### src/dhbc_pkg.sv
/*
  Shared constants, encodings and carrier types for the disk host bus
  command decoder. Assumes all host lines arrive already converted to
  active-high logic levels by the pad ring.
*/
package dhbc_pkg;

  localparam int BUS_W      = 8;
  localparam int ADDR_W     = 10;
  localparam int CNT_W      = 11;
  localparam int SYNC_W     = 13;

  // Bus state from {data qualifier, direction}
  typedef enum logic [1:0] {
    BUS_STATUS  = 2'b00,
    BUS_COMMAND = 2'b01,
    BUS_RDATA   = 2'b10,
    BUS_WDATA   = 2'b11
  } dhbc_bus_e;

  // Control commands, bit 7 is the most significant bus line
  localparam logic [7:0] CMD_RESET    = 8'h80;
  localparam logic [7:0] CMD_CLR_DS   = 8'h90;
  localparam logic [7:0] CMD_TERM     = 8'ha0;
  localparam logic [3:0] PFX_ADDR_LO  = 4'hc;
  localparam logic [3:0] PFX_ADDR_MID = 4'he;
  localparam logic [5:0] PFX_ADDR_HI  = 6'h3c;

  // Field positions inside the setup bytes
  localparam int CTRL_BIT   = 7;
  localparam int RW_BIT     = 6;
  localparam int SCNT_MSB   = 5;
  localparam int SCNT_LSB   = 4;
  localparam int DISKID_BIT = 3;
  localparam int HEAD_BIT   = 2;
  localparam int TRKHI_MSB  = 1;
  localparam logic [1:0] B2_ZERO = 2'b00;

  // Status byte positions driven by this block
  localparam int STAT_BUSY_BIT = 2;
  localparam int STAT_DAS_BIT  = 0;

  // Reset values
  localparam logic [ADDR_W-1:0] PTR_RST = 10'h000;
  localparam logic [CNT_W-1:0]  CNT_RST = 11'h000;
  localparam logic [1:0]        SEQ_RST = 2'h0;
  localparam logic              HEAD_UPPER = 1'b0;

  typedef enum logic [2:0] {
    ST_IDLE   = 3'b000,
    ST_RDISK  = 3'b001,
    ST_RHOST  = 3'b010,
    ST_WHOST  = 3'b011,
    ST_FILL   = 3'b100,
    ST_WDISK  = 3'b101,
    ST_RT     = 3'b110
  } dhbc_state_e;

  typedef struct packed {
    logic [8:0] track;
    logic       head;
    logic       disk_id;
    logic [1:0] sector_count_bits;
    logic [5:0] sector;
    logic       write;
  } dhbc_op_s;

  typedef struct packed {
    logic             strobe;
    logic             data_sel;
    logic             transfer_toward_device;
    logic             reset_line;
    logic             parity;
    logic [BUS_W-1:0] data;
  } dhbc_host_s;

  localparam dhbc_op_s OP_RST = '0;

endpackage

### src/dhbc_sync.sv
/*
  Two-stage synchroniser for a vector of asynchronous host lines.
  Assumes each line is stable long enough around its strobe to be
  sampled coherently after the second stage.
*/
`timescale 1ns/1ns
module dhbc_sync #(
  parameter int W = 13
) (
  input  wire logic         clk,
  input  wire logic         nrst,
  input  wire logic [W-1:0] d,
  output logic      [W-1:0] q
);

  logic [W-1:0] meta_reg;
  logic [W-1:0] meta_next;
  logic [W-1:0] q_next;

  // First stage feeds only the second stage
  always_comb begin
    meta_next = d;
    q_next    = meta_reg;
  end

  always_ff @(posedge clk) begin
    if (!nrst) begin
      meta_reg <= '0;
      q        <= '0;
    end else begin
      meta_reg <= meta_next;
      q        <= q_next;
    end
  end

endmodule

### src/dhbc_decoder.sv
/*
  Host bus front end: bus state decode, command interpreter, setup byte
  sequencing and buffered or real-time transfer control.
  Assumes a disk engine that runs operations on op_start, stops on
  op_stop, reports op_done, and a buffer read back combinationally.
*/
`timescale 1ns/1ns
// Function
// - two select lines choose four bus states
// - idle selects drive status, strobe reads status
// - direction only: strobed byte is a command
// - read data state drives held byte
// - write data state captures strobed bus byte
// - three setup bytes start every operation
// - first byte: zero, seven low track bits
// - second byte: count, disk, head, high track
// - head bit zero upper, one lower
// - sector count chains up to four
// - third byte: read/write and start sector
// - busy ignores setup bytes, runs control
// - reset command resets, clears buffer pointer
// - clear service aborts read, clears busy
// - terminate ends buffered, halts real-time only with external halt
// - three prefixed bytes load buffer address
// - real-time mode bypasses the buffer
// - short write is padded with zeros
// - real-time write: one byte per pulse
// - parity asserted when ones count even
// - strobe release completes the transfer
// - line eight is the least significant
module dhbc_decoder
  import dhbc_pkg::*;
(
  input  wire logic                     clk,
  input  wire logic                     nrst,
  input  wire dhbc_pkg::dhbc_host_s     host_in,
  output logic [dhbc_pkg::BUS_W-1:0]    bus_out,
  output logic                          bus_oe,
  output logic                          parity_out,
  output logic                          parity_oe,
  input  wire logic                     realtime_mode,
  input  wire logic                     external_halt,
  input  wire logic [dhbc_pkg::BUS_W-1:0] status_in,
  input  wire logic                     flag_in,
  output logic                          flag,
  output dhbc_pkg::dhbc_op_s            op,
  output logic                          op_start,
  output logic                          op_stop,
  input  wire logic                     op_done,
  output logic [dhbc_pkg::ADDR_W-1:0]   buf_addr,
  input  wire logic [dhbc_pkg::BUS_W-1:0] buf_rd_data,
  output logic                          buf_wr_en,
  output logic [dhbc_pkg::BUS_W-1:0]    buf_wr_data,
  input  wire logic                     rt_xfer_pulse,
  input  wire logic [dhbc_pkg::BUS_W-1:0] rt_rd_data,
  output logic [dhbc_pkg::BUS_W-1:0]    rt_wr_data,
  output logic                          rt_wr_valid,
  output logic                          parity_error,
  output logic                          status_read_pulse,
  output logic                          command_out_pulse,
  output logic                          buffer_read_pulse
);

  // Even number of ones gives an asserted parity line
  function automatic logic even_par(input logic [BUS_W-1:0] b);
    even_par = ~(^b);
  endfunction

  dhbc_host_s  hs;
  dhbc_bus_e   bus_st;
  logic        stb_d_reg, stb_d_next;
  logic        stb_rise, stb_fall;
  logic [BUS_W-1:0] cap_reg, cap_next;
  logic        cap_par_reg, cap_par_next;
  dhbc_bus_e   cap_bus_reg, cap_bus_next;
  dhbc_state_e state_reg, state_next;
  logic [1:0]  seq_reg, seq_next;
  dhbc_op_s    op_reg, op_next;
  dhbc_op_s    pend_reg, pend_next;
  logic [ADDR_W-1:0] ptr_reg, ptr_next;
  logic [CNT_W-1:0]  cnt_reg, cnt_next;
  logic [CNT_W-1:0]  limit;
  logic        das_reg, das_next;
  logic        done_reg, done_next;
  logic        rt_reg, rt_next;
  logic [BUS_W-1:0] hold_reg, hold_next;
  logic [BUS_W-1:0] out_reg, out_next;
  logic        oe_reg, oe_next;
  logic        start_reg, start_next, stop_reg, stop_next;
  logic        wr_reg, wr_next;
  logic [BUS_W-1:0] wr_data_reg, wr_data_next;
  logic [BUS_W-1:0] rtw_reg, rtw_next;
  logic        rtv_reg, rtv_next;
  logic        perr_reg, perr_next;
  logic        rss_reg, rss_next, ocs_reg, ocs_next, rds_reg, rds_next;
  logic        busy;

  // Host lines enter the clock domain before any edge is looked at
  dhbc_sync #(
    .W (SYNC_W)
  ) u_sync (
    .clk  (clk),
    .nrst (nrst),
    .d    (host_in),
    .q    (hs)
  );

  assign bus_st   = dhbc_bus_e'({hs.data_sel, hs.transfer_toward_device});
  assign stb_rise = hs.strobe & ~stb_d_reg;
  assign stb_fall = ~hs.strobe & stb_d_reg;
  assign busy     = (state_reg != ST_IDLE);
  // Chain length is count field plus one sector of 256 bytes
  assign limit    = {({1'b0, op_reg.sector_count_bits} + 3'd1), 8'h00};

  // Outputs from flip-flops; flag also ORs in flag_in, parity is decoded from out_reg
  assign bus_out           = out_reg;
  assign bus_oe            = oe_reg;
  assign parity_out        = even_par(out_reg);
  assign parity_oe         = oe_reg;
  assign flag              = flag_in | das_reg | done_reg;
  assign op                = op_reg;
  assign op_start          = start_reg;
  assign op_stop           = stop_reg;
  assign buf_addr          = ptr_reg;
  assign buf_wr_en         = wr_reg;
  assign buf_wr_data       = wr_data_reg;
  assign rt_wr_data        = rtw_reg;
  assign rt_wr_valid       = rtv_reg;
  assign parity_error      = perr_reg;
  assign status_read_pulse = rss_reg;
  assign command_out_pulse = ocs_reg;
  assign buffer_read_pulse = rds_reg;

  // Control: capture on strobe assertion, act on its release
  always_comb begin
    stb_d_next   = hs.strobe;
    cap_next     = cap_reg;
    cap_par_next = cap_par_reg;
    cap_bus_next = cap_bus_reg;
    state_next   = state_reg;
    seq_next     = seq_reg;
    op_next      = op_reg;
    pend_next    = pend_reg;
    ptr_next     = ptr_reg;
    cnt_next     = cnt_reg;
    das_next     = das_reg;
    done_next    = done_reg;
    rt_next      = rt_reg;
    hold_next    = hold_reg;
    start_next   = 1'b0;
    stop_next    = 1'b0;
    wr_next      = 1'b0;
    wr_data_next = wr_data_reg;
    rtw_next     = rtw_reg;
    rtv_next     = 1'b0;
    perr_next    = 1'b0;
    rss_next     = 1'b0;
    ocs_next     = 1'b0;
    rds_next     = 1'b0;

    // Bus byte, parity and selects are captured on the strobe rising edge
    if (stb_rise) begin
      cap_next     = hs.data;
      cap_par_next = hs.parity;
      cap_bus_next = bus_st;
    end

    // Hold byte frozen while a read strobe is up so it stays valid
    if (rt_reg) begin
      if (rt_xfer_pulse) begin
        hold_next = rt_rd_data;
      end
    end else if (!hs.strobe) begin
      hold_next = buf_rd_data;
    end

    // Real-time write: one byte taken per device transfer pulse
    if (rt_reg && rt_xfer_pulse && bus_st == BUS_WDATA && state_reg == ST_RT) begin
      rtw_next  = hs.data;
      rtv_next  = 1'b1;
      perr_next = (hs.parity != even_par(hs.data));
    end

    if (stb_fall) begin
      case (cap_bus_reg)
        BUS_STATUS: begin
          rss_next  = 1'b1;
          done_next = 1'b0;
        end
        BUS_COMMAND: begin
          ocs_next  = 1'b1;
          perr_next = (cap_par_reg != even_par(cap_reg));
          if (!cap_reg[CTRL_BIT]) begin
            // Setup bytes dropped while an operation runs
            if (!busy) begin
              case (seq_reg)
                2'd0: begin
                  pend_next.track[6:0] = cap_reg[6:0];
                  seq_next = 2'd1;
                end
                2'd1: begin
                  if (cap_reg[7:6] == B2_ZERO) begin
                    pend_next.sector_count_bits = cap_reg[SCNT_MSB:SCNT_LSB];
                    pend_next.disk_id = cap_reg[DISKID_BIT];
                    pend_next.head = cap_reg[HEAD_BIT];
                    pend_next.track[8:7] = cap_reg[TRKHI_MSB:0];
                    seq_next = 2'd2;
                  end else begin
                    seq_next = SEQ_RST;
                  end
                end
                default: begin
                  // Third byte launches the operation
                  op_next = pend_reg;
                  op_next.write = cap_reg[RW_BIT];
                  // Sector field reads with its lowest bit on the third line
                  op_next.sector = {cap_reg[0], cap_reg[1], cap_reg[2],
                                    cap_reg[3], cap_reg[4], cap_reg[5]};
                  seq_next  = SEQ_RST;
                  rt_next   = realtime_mode;
                  cnt_next  = CNT_RST;
                  done_next = 1'b0;
                  if (realtime_mode) begin
                    if (external_halt) begin
                      op_next.sector_count_bits = 2'b00;
                    end
                    state_next = ST_RT;
                    start_next = 1'b1;
                  end else if (cap_reg[RW_BIT]) begin
                    state_next = ST_WHOST;
                    das_next   = 1'b1;
                  end else begin
                    state_next = ST_RDISK;
                    start_next = 1'b1;
                  end
                end
              endcase
            end
          end else if (cap_reg == CMD_RESET) begin
            state_next = ST_IDLE;
            seq_next   = SEQ_RST;
            ptr_next   = PTR_RST;
            das_next   = 1'b0;
            done_next  = 1'b0;
            rt_next    = 1'b0;
            stop_next  = busy;
          end else if (cap_reg == CMD_CLR_DS) begin
            state_next = ST_IDLE;
            das_next   = 1'b0;
            stop_next  = busy;
          end else if (cap_reg == CMD_TERM) begin
            case (state_reg)
              ST_RHOST: begin
                state_next = ST_IDLE;
                das_next   = 1'b0;
                done_next  = 1'b1;
              end
              ST_WHOST: begin
                das_next   = 1'b0;
                state_next = (cnt_reg < limit) ? ST_FILL : ST_WDISK;
                start_next = (cnt_reg >= limit);
              end
              ST_RT: begin
                stop_next = external_halt;
              end
              default: begin
              end
            endcase
          end else if (cap_reg[7:4] == PFX_ADDR_LO) begin
            ptr_next[3:0] = cap_reg[3:0];
          end else if (cap_reg[7:4] == PFX_ADDR_MID) begin
            ptr_next[7:4] = cap_reg[3:0];
          end else if (cap_reg[7:2] == PFX_ADDR_HI) begin
            ptr_next[9:8] = cap_reg[1:0];
          end
        end
        BUS_RDATA: begin
          // Buffered read advances the pointer on strobe release
          if (state_reg == ST_RHOST) begin
            rds_next = 1'b1;
            das_next = 1'b0;
            ptr_next = ptr_reg + 10'h001;
          end
        end
        default: begin
          // Buffered write stores the byte taken at strobe assertion
          if (state_reg == ST_WHOST) begin
            das_next  = 1'b0;
            perr_next = (cap_par_reg != even_par(cap_reg));
            if (cnt_reg < limit) begin
              wr_next      = 1'b1;
              wr_data_next = cap_reg;
              ptr_next     = ptr_reg + 10'h001;
              cnt_next     = cnt_reg + 11'h001;
            end
          end
        end
      endcase
    end else if (!hs.strobe && (state_reg == ST_RHOST || state_reg == ST_WHOST)) begin
      // Request the next byte once the previous strobe has gone
      das_next = 1'b1;
    end

    // Background sequencing of the running operation
    case (state_reg)
      ST_RDISK: begin
        if (op_done) begin
          state_next = ST_RHOST;
          das_next   = 1'b1;
          ptr_next   = PTR_RST;
        end
      end
      ST_FILL: begin
        // Pad the unwritten part of the chain with zeros
        wr_next      = 1'b1;
        wr_data_next = 8'h00;
        ptr_next     = ptr_reg + 10'h001;
        cnt_next     = cnt_reg + 11'h001;
        if (cnt_reg + 11'h001 >= limit) begin
          state_next = ST_WDISK;
          start_next = 1'b1;
        end
      end
      ST_WDISK, ST_RT: begin
        if (op_done) begin
          state_next = ST_IDLE;
          done_next  = 1'b1;
          rt_next    = 1'b0;
        end
      end
      default: begin
      end
    endcase

    // Status byte and read data driven from registers
    case (bus_st)
      BUS_STATUS: begin
        out_next = status_in;
        out_next[STAT_BUSY_BIT] = busy;
        out_next[STAT_DAS_BIT]  = das_reg & ~rt_reg;
        oe_next  = 1'b1;
      end
      BUS_RDATA: begin
        // Real-time byte leaves with its own pulse, not one pulse late
        out_next = (rt_reg && rt_xfer_pulse) ? rt_rd_data : hold_reg;
        oe_next  = rt_reg ? rt_xfer_pulse : (state_reg == ST_RHOST);
      end
      default: begin
        out_next = out_reg;
        oe_next  = 1'b0;
      end
    endcase
  end

  // Host reset line acts like a power-up reset of all front end registers except the synchroniser
  always_ff @(posedge clk) begin
    if (!nrst || hs.reset_line) begin
      stb_d_reg   <= 1'b0;
      cap_reg     <= 8'h00;
      cap_par_reg <= 1'b0;
      cap_bus_reg <= BUS_STATUS;
      state_reg   <= ST_IDLE;
      seq_reg     <= SEQ_RST;
      op_reg      <= OP_RST;
      pend_reg    <= OP_RST;
      ptr_reg     <= PTR_RST;
      cnt_reg     <= CNT_RST;
      das_reg     <= 1'b0;
      done_reg    <= 1'b0;
      rt_reg      <= 1'b0;
      hold_reg    <= 8'h00;
      out_reg     <= 8'h00;
      oe_reg      <= 1'b0;
      start_reg   <= 1'b0;
      stop_reg    <= 1'b0;
      wr_reg      <= 1'b0;
      wr_data_reg <= 8'h00;
      rtw_reg     <= 8'h00;
      rtv_reg     <= 1'b0;
      perr_reg    <= 1'b0;
      rss_reg     <= 1'b0;
      ocs_reg     <= 1'b0;
      rds_reg     <= 1'b0;
    end else begin
      stb_d_reg   <= stb_d_next;
      cap_reg     <= cap_next;
      cap_par_reg <= cap_par_next;
      cap_bus_reg <= cap_bus_next;
      state_reg   <= state_next;
      seq_reg     <= seq_next;
      op_reg      <= op_next;
      pend_reg    <= pend_next;
      ptr_reg     <= ptr_next;
      cnt_reg     <= cnt_next;
      das_reg     <= das_next;
      done_reg    <= done_next;
      rt_reg      <= rt_next;
      hold_reg    <= hold_next;
      out_reg     <= out_next;
      oe_reg      <= oe_next;
      start_reg   <= start_next;
      stop_reg    <= stop_next;
      wr_reg      <= wr_next;
      wr_data_reg <= wr_data_next;
      rtw_reg     <= rtw_next;
      rtv_reg     <= rtv_next;
      perr_reg    <= perr_next;
      rss_reg     <= rss_next;
      ocs_reg     <= ocs_next;
      rds_reg     <= rds_next;
    end
  end

endmodule

### config.mk
export PLATFORM = sky130hd
export DESIGN_NAME = dhbc_decoder
export DESIGN_NICKNAME = d
export VERILOG_FILES = /design/src/dhbc_pkg.sv /design/src/dhbc_sync.sv /design/src/dhbc_decoder.sv
export SDC_FILE = /design/constraint.sdc
export NUM_CORES = 1
export LEC_CHECK = 0
export ABC_AREA = 0
export BUFFER_PORTS_ARGS = -buffer_cell sky130_fd_sc_hd__buf_2
export CORE_MARGIN = 1
export CORE_UTILIZATION = 30
export DETAILED_ROUTE_END_ITERATION = 12
export PLACE_DENSITY = 0.46
export SLEW_MARGIN = 5
export SYNTH_ARGS = -nofsm -noshare
export SYNTH_HDL_FRONTEND = slang
export SYNTH_SLANG_ARGS = --single-unit
### constraint.sdc
create_clock -name clk -period 2.8 [get_ports clk]
set_input_delay 0.14 -clock clk [delete_from_list [all_inputs] [get_ports clk]]
set_output_delay 0.14 -clock clk [all_outputs]
set_load 0.02 [all_outputs]
==> impl_metrics.tcl <==
set metrics [dict create \
    ys.flop_type "dfxtp_1" \
    tritoncts "done" \
    violations "DRC" \
    cts_setup_buffers 0 \
    p_clk_share_pct 49.5 \
    grt_max_degree 34 \
    p_leak_nw 3.22 \
    place_area_um2 7690 \
    yosys-top-cells-area "dfxtp_1, nand2_1, a21oi_1" \
    seqPwrFrac_pct 44.6 \
    multi_input_area_um2 3680 \
    netlist_area_um2 6780 \
    wl_per_cell_um 16.2 \
    numCtsBuffers 17 \
    power_frac_comb_pct 5.9 \
    gp_congestion 0.812 \
    dieArea_um2 23200 \
    core_um2 22000 \
    path_max_fanout 6 \
    cts.sinks 141 \
    criticalPathCategory "reg2reg" \
    fin_nets 1022 \
    drive_above_1_share_pct 19.0 \
    grt_pass1_vias 6047 \
    drv_cap 0 \
    groute.usage.overall_pct 17.9 \
    finalInstanceArea_um2 8430 \
    fin_hold_ws_ns 0.0450 \
    drt_pass1_iterations 9 \
    hp-class "in2reg" \
    postSynthCellCount 847 \
    port_buffers 107 \
    intPower_mw 3.44 \
    cp.arrival_ns 2.89 \
    seq_area_um2 2820 \
    largest_register_ff_count 20 \
    synth_nets 908 \
    hold_viol 0 \
    clock_latency_ns 0.44 \
    drtAntennaViolNets 0 \
    initial_core_util_pct 30.9 \
    clockRootBuffer "clkbuf_16" \
    worst_pin_slew_ns 1.03 \
    timing.final.crit_share_pct 89.8 \
    die_y_um 152 \
    worst_setup_path_start_kind "flop" \
    h-tree-depth 4 \
    antenna_found_initial 0 \
    async_reset_ff_share_pct 0 \
    clock_skew_ns 0.00803 \
    fill_cells 2277 \
    sw_frac_of_total_pct 25.7 \
    vias 6304 \
    p_sw_mw 1.19 \
    die_w_um 152 \
    required_ns 3.18 \
    path_clk_slew_ns 0.07 \
    grt_pass1_wl_um 32800 \
    clockBufferDepth 2 \
    status "complete, but fails checks" \
    drtIter0Drc 338 \
    dp_worst_setup_slack_ns 0.165 \
    max-slew-margin-rel_pct 30.9 \
    synth_edf_count 0 \
    synth-seq-cells 141 \
    p_per_area_nw_per_um2 550 \
    grt-ovfl-total 0 \
    period_minus_slack_ns 2.51 \
    routed_wl_um 20300 \
    via_per_inst 5.03 \
    synth_largest_area_cell "dfxtp_1" \
    ys_types 69 \
    ir_drop_mv 0.374 \
    synth_warnings 0 \
    worst_setup_path_end_kind "flop" \
    dp.final_hpwl_um 14400 \
    maxSlewViolCount 0 \
    area_growth_pct 24.4 \
    setup_tns_ns 0 \
    rows 54 \
    setup_slack_ns 0.286 \
    syn_avg_cell_area_um2 8.00 \
    clock.fmax_mhz 398 \
    ioPinCount 110 \
    setup_viol 0 \
    drc_errors 3 \
    synth_top_area_share_pct 41.7 \
    ys_seq_area_share_pct 41.7 \
    diodes 0 \
]
==> what timing repair did <==
action,in CTS,in global routing
endpoints found under the setup margin,0,3
hold buffers,13,0
gates resized for setup,0,2
endpoints found under the hold margin,13,0
==> routing by layer <==
metal | track usage (%) | vias up | wire length (µm) | part of all wire [%]
met5 | 0 | - | 0 | 0
met2 | 29.1 | 168 | 9340 | 46
met4 | 6.46 | 0 | 341 | 1.7
li1 | - | 3184 | - | -
met3 | 4.18 | 28 | 1090 | 5.4
met1 | 23.1 | 2924 | 9510 | 47
==> cells in the mapped netlist (3+ instances only) <==
library cell	n
dfxtp_1	141
nand2_1	131
nor2_1	101
a21oi_1	89
clkbuf_1	50
and2_1	28
nand3_1	27
xnor2_1	23
mux2i_1	18
ha_1	17
inv_1	17
o21ai_0	17
nor3_1	14
a211oi_1	13
o21ai_1	12
a311oi_1	10
a31oi_1	10
or3_1	9
nor2b_1	8
xor2_1	8
nand2b_1	7
o22ai_1	7
a22oi_1	6
buf_2	5
nand3b_1	5
or4_1	5
and3_1	4
nand4_1	4
a221o_1	3
a32o_1	3
nand4bb_1	3
o211ai_1	3
or2_1	3
==> worst max-delay path, stage by stage (launching register included) <==
cell	delay, ns
dfxtp_1	0.42
ha_1	0.19
nand3_1	0.13
nor3_2	0.19
xnor2_1	0.09
ha_1	0.27
nand3_1	0.12
o41ai_2	0.32
nor2_1	0.09
maj3_1	0.39
a2bb2oi_1	0.17
o21ai_1	0.08
==> power by group through the flow <==
| stage | sequential (mW) | combinational (mW) | clock (mW) |
|---|---|---|---|
| floorplan | 2.12 | 0.159 | 0 |
| global placement | 2.11 | 0.262 | 0 |
| detailed placement | 2.11 | 0.262 | 0 |
| CTS | 2.07 | 0.277 | 2.34 |
| global route | 2.07 | 0.303 | 2.43 |
| finish | 2.07 | 0.274 | 2.29 |
==> logic make-up after synthesis <==
group	Yosys count	synth area share [%]
AND/OR/NAND/NOR	364	25.4
flip-flops	141	41.7
buffers and inverters	76	4.47
multiplexers	19	2.82
AO/OA/AOI/OAI	198	18.4
XOR/XNOR	31	4.01
adder cells (fa/ha/maj)	18	3.29
==> cells in the final DEF, fill, tap and decap left out, types with 4 or more instances in the layout <==
master / Yosys / layout
nor2_1: 101 / 101
o22ai_1: 7 / 7
mux2i_1: 18 / 18
nand3_1: 27 / 27
buf_4: 1 / 34
and2_1: 28 / 28
nor2b_1: 8 / 8
inv_1: 17 / 17
xnor2_1: 23 / 23
dlygate4sd3_1: 0 / 13
buf_2: 5 / 107
clkbuf_16: 0 / 17
nand2_1: 131 / 131
a22oi_1: 6 / 6
inv_6: 0 / 4
nor3_1: 14 / 12
or3_1: 9 / 9
nand2b_1: 7 / 6
xor2_1: 8 / 8
or4_1: 5 / 5
dfxtp_1: 141 / 141
a21oi_1: 89 / 89
nand3b_1: 5 / 5
and3_1: 4 / 4
o21ai_1: 12 / 12
o21ai_0: 17 / 17
ha_1: 17 / 17
a211oi_1: 13 / 13
a31oi_1: 10 / 10
a311oi_1: 10 / 10
nand4_1: 4 / 4
clkinv_4: 0 / 4
==> final cells by class <==
class	count	area share [%]
Clock buffer	18	5.21
Clock inverter	14	1.83
Inverter	17	0.757
Multi-Input combinational cell	630	43.6
Sequential cell	141	33.5
Tap cell	280	4.16
Timing Repair Buffer	154	10.9
==> path summary, 6_finish.rpt <==
| kind | start | endpoint | cells past startpoint | slack, ns |
|---|---|---|---|---|
| min reg2reg | u_sync.meta_reg[10]$_SDFF_PN0_ | u_sync.q[10]$_SDFF_PN0_ | 1 | 0.43 |
| max | cnt_reg[0]$_SDFFE_PP0P_ | state_reg[0]$_SDFF_PP0_ | 11 | 0.29 |
| max reg2reg | cnt_reg[0]$_SDFFE_PP0P_ | state_reg[0]$_SDFF_PP0_ | 11 | 0.29 |
| min | buf_rd_data[7] | hold_reg[7]$_SDFFE_PP0P_ | 3 | 0.04 |
==> per-stage QoR <==
stage | cells | power, mW | utilization [%]
finish | 1254 | 4.63 | 38.4
global route | 1254 | 4.81 | 38.4
CTS | 1254 | 4.69 | 38.3
detailed placement | 1209 | 2.38 | 35.0
global placement | 1209 | 2.38 | 35.0
floorplan | 847 | 2.28 | -
Power figures use the tool's default switching activity.
